===== config.mk =====
export PLATFORM = sky130hd
export DESIGN_NAME = rsdb_converter
export DESIGN_NICKNAME = d
export VERILOG_FILES = /design/src/rsdb_pkg.sv /design/src/rsdb_converter.sv
export VERILOG_INCLUDE_DIRS = /design/src /design/src/src
export SDC_FILE = /design/constraint.sdc
export NUM_CORES = 1
export LEC_CHECK = 0
export ABC_AREA = 0
export BUFFER_PORTS_ARGS = -buffer_cell sky130_fd_sc_hd__buf_2
export CAP_MARGIN = 25
export CORE_ASPECT_RATIO = 0.9
export CORE_MARGIN = 2
export CORE_UTILIZATION = 44
export DETAILED_ROUTE_END_ITERATION = 10
export GPL_TIMING_DRIVEN = 0
export PLACE_DENSITY_LB_ADDON = 0.15
export SLEW_MARGIN = 10
export SYNTH_ARGS = -nofsm -noshare
export SYNTH_HDL_FRONTEND = slang
export SYNTH_SLANG_ARGS = --single-unit
export TNS_END_PERCENT = 30

===== constraint.sdc =====
create_clock -name CLK -period 0.8 [get_ports CLK]
set_input_delay 0.16 -clock CLK [delete_from_list [all_inputs] [get_ports CLK]]
set_output_delay 0.16 -clock CLK [all_outputs]
set_load 0.05 [all_outputs]

===== src/rsdb_regs.svh =====
// Constants for the dual-basis symbol converter: the fixed basis-change matrix.
`ifndef RSDB_REGS_SVH
`define RSDB_REGS_SVH

// Rows of the forward matrix, one per power alpha^7 down to alpha^0.
// Each row is the dual-basis form z0..z7, with z0 in bit 7.
`define RSDB_T_ROW0 8'h8d
`define RSDB_T_ROW1 8'hef
`define RSDB_T_ROW2 8'hec
`define RSDB_T_ROW3 8'h86
`define RSDB_T_ROW4 8'hfa
`define RSDB_T_ROW5 8'h99
`define RSDB_T_ROW6 8'haf
`define RSDB_T_ROW7 8'h7b

// Symbol width and the code length that the paired encoder core must use.
`define RSDB_SYM_W 8
`define RSDB_CODE_LEN 255

// Reset value of every valid flag.
`define RSDB_VALID_RST 1'b0

`endif


===== src/rsdb_pkg.sv =====
// Types shared by the dual-basis symbol converter.
package rsdb_pkg;
    // One 8-bit symbol, either representation.
    typedef logic [7:0] rsdb_sym_t;
    // An 8x8 binary matrix, row index first, column 0 in bit 7 of each row.
    typedef logic [7:0][7:0] rsdb_mat_t;
endpackage


===== src/rsdb_converter.sv =====
// Registered converter between dual-basis and alpha-polynomial RS symbols.
//
// What this block does
// Dual-basis symbol is vector z0..z7.
// Conventional symbol is vector u7..u0.
// Info converted in, check symbols converted out.
// Paired core shares generator, length 255.
// Forward: u times fixed matrix gives z.
// Reverse: z times inverse matrix gives u.
// All matrix sums are exclusive-OR.
// Zero maps to zero, powers map uniquely.
// One symbol per clock, registered, one-cycle latency.
`timescale 1ns/1ns
`include "rsdb_regs.svh"

module rsdb_converter
    import rsdb_pkg::*;
(
    // Clock, reset and freeze.
    input wire logic CLK,
    input wire logic RSTN,
    input wire logic CE,
    // Information symbols from the source, dual basis.
    input wire logic DB_IN_VALID,
    input wire rsdb_sym_t DB_IN_SYM,
    // Information symbols to the encoder core, conventional form.
    output logic CV_OUT_VALID,
    output rsdb_sym_t CV_OUT_SYM,
    // Check symbols from the encoder core, conventional form.
    input wire logic CV_IN_VALID,
    input wire rsdb_sym_t CV_IN_SYM,
    // Check symbols back to the stream, dual basis.
    output logic DB_OUT_VALID,
    output rsdb_sym_t DB_OUT_SYM
);

    // The forward matrix, row r belonging to alpha^(7-r).
    localparam rsdb_mat_t T_FWD = {`RSDB_T_ROW7, `RSDB_T_ROW6, `RSDB_T_ROW5, `RSDB_T_ROW4,
                                   `RSDB_T_ROW3, `RSDB_T_ROW2, `RSDB_T_ROW1, `RSDB_T_ROW0};

    // Gauss-Jordan inversion over GF(2), evaluated once at elaboration.
    // Deriving the inverse from the forward matrix keeps the two tables from drifting apart.
    function automatic rsdb_mat_t mat_inv(input rsdb_mat_t m);
        rsdb_mat_t a;
        rsdb_mat_t b;
        logic [7:0] tmp;
        logic found;
        a = m;
        for (int r = 0; r < 8; r++) begin
            b[r] = 8'h80 >> r;
        end
        for (int c = 0; c < 8; c++) begin
            found = 1'b0;
            // Bring a row with a one in column c up to row c.
            for (int p = c; p < 8; p++) begin
                if (!found && a[p][7-c]) begin
                    found = 1'b1;
                    tmp = a[p];
                    a[p] = a[c];
                    a[c] = tmp;
                    tmp = b[p];
                    b[p] = b[c];
                    b[c] = tmp;
                end
            end
            // Clear column c from every other row; row addition is exclusive-OR.
            for (int r = 0; r < 8; r++) begin
                if (r != c && a[r][7-c]) begin
                    a[r] = a[r] ^ a[c];
                    b[r] = b[r] ^ b[c];
                end
            end
        end
        return b;
    endfunction

    // Row k of the inverse is the alpha-polynomial form of l(k), the element whose dual-basis form has only zk set.
    localparam rsdb_mat_t T_REV = mat_inv(T_FWD);

    // Row vector times matrix. Input bit 7-r selects row r; the rows are summed modulo 2.
    // Both vectors are taken in printed order, so bit 7 holds z0 or u7.
    function automatic rsdb_sym_t vec_mul(input rsdb_sym_t v, input rsdb_mat_t m);
        rsdb_sym_t acc;
        acc = 8'h00;
        for (int r = 0; r < 8; r++) begin
            if (v[7-r]) begin
                acc = acc ^ m[r];
            end
        end
        return acc;
    endfunction

    // Reset synchroniser stages and the internal reset copy.
    logic rst_meta_r;
    logic rst_sync_r;

    // Release the asynchronous reset through two flops; assertion stays asynchronous.
    always_ff @(posedge CLK or negedge RSTN) begin
        if (!RSTN) begin
            rst_meta_r <= 1'b0;
            rst_sync_r <= 1'b0;
        end else begin
            rst_meta_r <= 1'b1;
            rst_sync_r <= rst_meta_r;
        end
    end

    // Pre-transform: dual-basis information symbols become conventional before the core.
    // The symbol register loads only with valid so an idle cycle keeps the last value.
    always_ff @(posedge CLK or negedge rst_sync_r) begin
        if (!rst_sync_r) begin
            CV_OUT_VALID <= `RSDB_VALID_RST;
            CV_OUT_SYM <= 8'h00;
        end else if (CE) begin
            CV_OUT_VALID <= DB_IN_VALID;
            if (DB_IN_VALID) begin
                CV_OUT_SYM <= vec_mul(DB_IN_SYM, T_REV);
            end
        end
    end

    // Post-transform: check symbols from the core go back to dual basis.
    // The core itself must use the same generator over length 255; nothing here checks it.
    always_ff @(posedge CLK or negedge rst_sync_r) begin
        if (!rst_sync_r) begin
            DB_OUT_VALID <= `RSDB_VALID_RST;
            DB_OUT_SYM <= 8'h00;
        end else if (CE) begin
            DB_OUT_VALID <= CV_IN_VALID;
            if (CV_IN_VALID) begin
                DB_OUT_SYM <= vec_mul(CV_IN_SYM, T_FWD);
            end
        end
    end

    // Checks on the registered outputs.
    a_rev_latency: assert property (@(posedge CLK) disable iff (!rst_sync_r)
        CE && DB_IN_VALID |=> CV_OUT_VALID && CV_OUT_SYM == vec_mul($past(DB_IN_SYM), T_REV))
        else $error("Reverse output not one cycle after input.");

    a_fwd_latency: assert property (@(posedge CLK) disable iff (!rst_sync_r)
        CE && CV_IN_VALID |=> DB_OUT_VALID && DB_OUT_SYM == vec_mul($past(CV_IN_SYM), T_FWD))
        else $error("Forward output not one cycle after input.");

    a_idle_no_valid: assert property (@(posedge CLK) disable iff (!rst_sync_r)
        CE && !DB_IN_VALID && !CV_IN_VALID |=> !CV_OUT_VALID && !DB_OUT_VALID)
        else $error("Valid raised without input.");

    a_freeze_holds: assert property (@(posedge CLK) disable iff (!rst_sync_r)
        !CE |=> $stable(CV_OUT_SYM) && $stable(DB_OUT_SYM) && $stable(CV_OUT_VALID))
        else $error("State changed while clock enable low.");

    // The check path must freeze its valid flag too, or the stream would see a phantom symbol.
    a_freeze_fwd_valid: assert property (@(posedge CLK) disable iff (!rst_sync_r)
        !CE |=> $stable(DB_OUT_VALID))
        else $error("Check valid changed while clock enable low.");

    // An idle cycle must not disturb the last converted information symbol.
    a_rev_idle_holds: assert property (@(posedge CLK) disable iff (!rst_sync_r)
        CE && !DB_IN_VALID |=> $stable(CV_OUT_SYM))
        else $error("Information symbol changed without input.");

    // An idle cycle must not disturb the last converted check symbol.
    a_fwd_idle_holds: assert property (@(posedge CLK) disable iff (!rst_sync_r)
        CE && !CV_IN_VALID |=> $stable(DB_OUT_SYM))
        else $error("Check symbol changed without input.");

    a_zero_maps_zero: assert property (@(posedge CLK) disable iff (!rst_sync_r)
        CE && CV_IN_VALID && CV_IN_SYM == 8'h00 |=> DB_OUT_SYM == 8'h00)
        else $error("Zero symbol did not map to zero.");

    a_alpha0_fwd: assert property (@(posedge CLK) disable iff (!rst_sync_r)
        CE && CV_IN_VALID && CV_IN_SYM == 8'h01 |=> DB_OUT_SYM == 8'h7b)
        else $error("Alpha to the zero converted wrongly.");

    a_example_rev: assert property (@(posedge CLK) disable iff (!rst_sync_r)
        CE && DB_IN_VALID && DB_IN_SYM == 8'hb9 |=> CV_OUT_SYM == 8'h2a)
        else $error("Dual-basis 10111001 did not give 00101010.");

    a_round_trip: assert property (@(posedge CLK) disable iff (!rst_sync_r)
        CE && DB_IN_VALID |=> vec_mul(CV_OUT_SYM, T_FWD) == $past(DB_IN_SYM))
        else $error("Reverse conversion is not undone by forward.");

    a_nonzero_stays: assert property (@(posedge CLK) disable iff (!rst_sync_r)
        CE && CV_IN_VALID && CV_IN_SYM != 8'h00 |=> DB_OUT_SYM != 8'h00)
        else $error("Nonzero symbol mapped to zero.");

    // The zero element must also survive the reverse path unchanged.
    a_rev_zero: assert property (@(posedge CLK) disable iff (!rst_sync_r)
        CE && DB_IN_VALID && DB_IN_SYM == 8'h00 |=> CV_OUT_SYM == 8'h00)
        else $error("Zero information symbol did not map to zero.");

    // The highest power in the polynomial form selects the first matrix row alone.
    a_alpha7_fwd: assert property (@(posedge CLK) disable iff (!rst_sync_r)
        CE && CV_IN_VALID && CV_IN_SYM == 8'h80 |=> DB_OUT_SYM == 8'h8d)
        else $error("Alpha to the seventh converted wrongly.");

    // A check symbol with several bits set exercises the modulo-2 row sums.
    a_example_fwd: assert property (@(posedge CLK) disable iff (!rst_sync_r)
        CE && CV_IN_VALID && CV_IN_SYM == 8'h59 |=> DB_OUT_SYM == 8'he8)
        else $error("Conventional 01011001 did not give 11101000.");

    // Main scenarios.
    c_both_paths: cover property (@(posedge CLK) disable iff (!rst_sync_r)
        CE && DB_IN_VALID && CV_IN_VALID);
    c_burst_rev: cover property (@(posedge CLK) disable iff (!rst_sync_r)
        (CE && DB_IN_VALID) [*4]);
    c_freeze_mid: cover property (@(posedge CLK) disable iff (!rst_sync_r)
        CE && CV_IN_VALID ##1 !CE ##1 CE && CV_IN_VALID);
    // Back-to-back check symbols from the core.
    c_burst_fwd: cover property (@(posedge CLK) disable iff (!rst_sync_r)
        (CE && CV_IN_VALID) [*4]);
    // A symbol that goes out to the core and comes back as a check symbol.
    c_round_trip: cover property (@(posedge CLK) disable iff (!rst_sync_r)
        CE && DB_IN_VALID ##2 CE && CV_IN_VALID ##1 DB_OUT_VALID);

endmodule


## Word level (Yosys, flattened, before mapping)

Index checks and enable logic that the tools add are counted.

| storage, ports and cells | value |
|---|---|
| register bits | 20 |
| input bits | 21 |

| cells by class | value |
|---|---|
| bitwise gates (word level) | 14 |
| multiplexer cells | 44 |
| reduce and logical (&&, ||, !) cells | 2 |

Operator list:

| kind | number |
|---|---|
| 8-bit 2-to-1 mux | 40 |
| 7-bit 2-to-1 mux | 3 |
| 4-bit NOT | 5 |
| 6-bit NOT | 3 |
| 7-bit NOT | 2 |
| 5-bit NOT | 2 |
| 6-bit 2-to-1 mux | 1 |
| 2-bit AND reduction | 2 |
| 3-bit NOT | 1 |
| 2-bit NOT | 1 |

## Depth between registers and ports, before layout

| depth | value |
|---|---|
| depth after elaboration | 29 |
| depth in mapped cells | 4 |
| mapped depth without buffers | 3 |

## Worst setup path before layout

Ideal clock, no wire load.

| path | value |
|---|---|
| path type | input-to-reg |
| from | input CV_IN_SYM[0] |
| to | register DB_OUT_SYM[1] |
| path slack | -324 ps |
| arrival time | 999 ps |
| stages on the path | 3 |
| cells stage by stage | xnor2_1 > xor3_1 > mux2_2 |

| between the ends | value |
|---|---|
| cells in the longest elaborated chain, start to end | 1 |

Ends and longest elaborated chain:

| item | line | text |
|---|---|---|
| start: declaration | rsdb_converter.sv:31 | `input wire rsdb_sym_t CV_IN_SYM,` |
| 7-bit 2-to-1 mux | rsdb_converter.sv:86 | `if (v[7-r]) begin` |
| end signal: assignment | rsdb_converter.sv:131 | `DB_OUT_SYM <= vec_mul(CV_IN_SYM, T_FWD);` |
| end: declaration | rsdb_converter.sv:34 | `output rsdb_sym_t DB_OUT_SYM` |

Every way passes these cells.
A chain may end at the register's enable or synchronous reset.

## Worst setup path after layout

| path | value |
|---|---|
| from | register CV_OUT_SYM[0] |
| to | output CV_OUT_SYM[0] |

RTL lines:

| item | line | text |
|---|---|---|
| start: declaration | rsdb_converter.sv:28 | `output rsdb_sym_t CV_OUT_SYM,` |
| start signal: assignment | rsdb_converter.sv:117 | `CV_OUT_SYM <= vec_mul(DB_IN_SYM, T_REV);` |

No word-level cell between the ends.

==> flow_summary.toml <==
[timing]
setup_viol = 25
fin_crit_sh = 1.31
maxSlewViolCount = 0
period_needed_ns = 1.05
skew_ns = 0.00617
fmax_ghz = 0.955
hold_violations = 0
setup_slack_ns = -0.247
rsz0062_at_grt = "true"
worst_hold_slack_ns = 0.0854

[job]
max-cap-violations = 0

[layout]
fin_area_mm2 = 0.00157
drive_gt1_frac = 0.477
area_delta_synth_final_pct = 40.2
diodes = 0
layout.nets = 150
n_fill_cell = 197
fin_cells = 156
final_util = 0.648

[global_routing]
grt_usage = 0.148
grt_pass1_wl_mm = 3.31
grt-ovfl-total = 0
grt_max_degree = 19
antenna_found_initial = 0
grt_pass1_vias = 747

[placed_design]
port_buffers = 38
place_inst = 149
dp_hpwl_mm = 1.55
gp_congestion = 0.751
postPlaceCellArea_mm2 = 0.00136

[clock_tree]
numCtsBuffers = 3
clock_path_buffers = 2
htree_levels = 1
cts_tree = "yes"
cts_sinks = 20
cts_root_buffer = "clkbuf_4"
clk_pin_slew_ns = 0.11
clk_latency_ns = 0.30

[floorplanning]
dieArea_mm2 = 0.00297
dieWidth_um = 57.2
die_h_um = 51.9
start_util = 0.462
num_rows = 17
io_pins = 39
core_area_mm2 = 0.00242

[yosys]
syn_avg_cell_area_um2 = 13.5
synthCells = 83
synth.distinct_cells = 15
synth.net_count = 104
synth_area_mm2 = 0.00112
ys_seq_area_frac = 0.447
ys_ff_latch = 20
yosys_warnings = 0

[critical_path]
critPathBufInv = 1
crit_chain = "buf_6"
setup.worst_path.end_class = "output pin"
slowest_stage = "dfrtp_2"
cp_top_family = "flip-flops"
crit_path_start_kind = "flip-flop"
crit_type = "reg -> out"
cp_max_fo = 2
cp.arrival_ns = 0.89
worst_ep_required_time_ns = 0.64
crit_path_max_incr_delay_ns = 0.43

[routing]
firstDrtPassIters = 2
num_vias = 743
vias_per_cell = 4.76
post_drt_wl_per_cell_um = 12.3
routed_wl_mm = 1.92
drt_iter0_drc = 6
ant_nets = 0
post-route-drc-count = 0

[pwr]
vdd_drop_max_v = 0.00172
power_density_mw_per_mm2 = 2540
leakagePower_uw = 0.000816

[status]
violations = "negative setup slack"
status = "finished with violations"

[worst_hold_path]
hold_class = "in -> reg"
-- cells in the mapped netlist, drive strengths merged --
master,number,area share
dfrtp,20,0.45
nand2,14,0.047
o21ai,14,0.063
xnor2,10,0.11
xnor3,8,0.16
mux2,4,0.040
xor2,4,0.031
xor3,4,0.085
clkbuf,2,0.0067
inv,2,0.0067
conb,1,0.0033
-- power breakdown --
| part | leakage (µW) | switching [µW] | internal (µW) |
|---|---|---|---|
| sequential | 0.000241 | 176 | 1230 |
| clock | 0.0000210 | 293 | 278 |
| combinational | 0.000554 | 1120 | 884 |
| total | 0.000816 | 1590 | 2390 |
-- registers in the layout, summed over array words and instances, names as in the netlist --
name	flops
CV_OUT_VALID	1
rst_sync_r	1
DB_OUT_VALID	1
DB_OUT_SYM	8
CV_OUT_SYM	8
rst_meta_r	1
-- cell type report --
class,instances,area [µm²],share of cell area
buffer,2,10.0,0.00637
tap,28,35.0,0.0223
inverter,2,7.51,0.00478
timing repair buffer,41,332,0.211
multi-input combinational,59,647,0.412
sequential,20,503,0.320
clock buffer,4,36.3,0.0231
-- layout by cell type, fill, tap and decap left out, types with 3 or more instances in the layout --
| master | n |
|---|---|
| xnor2_2 | 3 |
| o21ai_0 | 6 |
| xnor2_1 | 5 |
| mux2_2 | 3 |
| nand2_1 | 14 |
| xnor3_1 | 6 |
| o21ai_1 | 7 |
| xor3_1 | 4 |
| clkbuf_4 | 3 |
| buf_2 | 20 |
| xor2_1 | 3 |
| buf_6 | 19 |
| dfrtp_1 | 18 |
-- worst paths after layout --
kind,start,to,slack [ns],cells past startpoint
min reg2reg,rst_sync_r,CV_OUT_SYM[4],0.18,0
min,CE,CV_OUT_VALID,0.09,2
min in group asynchronous,RSTN,rst_sync_r,0.16,2
max reg2reg,CV_OUT_SYM[0],CV_OUT_SYM[0],-0.09,2
max in group asynchronous,rst_sync_r,CV_OUT_SYM[0],0.32,0
max,CV_OUT_SYM[0],CV_OUT_SYM[0],-0.25,1
-- per-layer routing --
layer	global-route usage	vias to the layer above	part of all wire
met5	0	-	0
met4	0.0349	0	0.0052
met1	0.201	356	0.45
met2	0.236	22	0.49
met3	0.0448	3	0.053
li1	-	362	-
-- cell families after synthesis --
| family | count (synthesis) | synth area share |
|---|---|---|
| other cells | 1 | 0.00335 |
| buf+inv | 4 | 0.0134 |
| compound gates | 14 | 0.0626 |
| mux | 4 | 0.0402 |
| xor+xnor | 26 | 0.387 |
| simple gates | 14 | 0.0469 |
| flops | 20 | 0.447 |
-- repair_timing --
| action | CTS | global route |
|---|---|---|
| hold buffers | 1 | 0 |
| gates resized for setup | 43 | 6 |
| pin swaps | 3 | 0 |
| endpoints found under the hold margin | 2 | 0 |
| setup endpoints to repair | 34 | 31 |
| setup buffers | 2 | 0 |
-- through the flow --
stage                     worst slack [ns]  TNS (ns)  total power (µW)
after floorplan                     -0.244     -2.45              2660
after global placement              -0.425     -5.87              3030
after detailed placement            -0.429     -6.54              3060
after CTS                           -0.246     -4.80              4010
after global routing                -0.289     -5.68              4190
final                               -0.247     -4.59              3980
No activity file was read; power rests on OpenSTA's default activity.
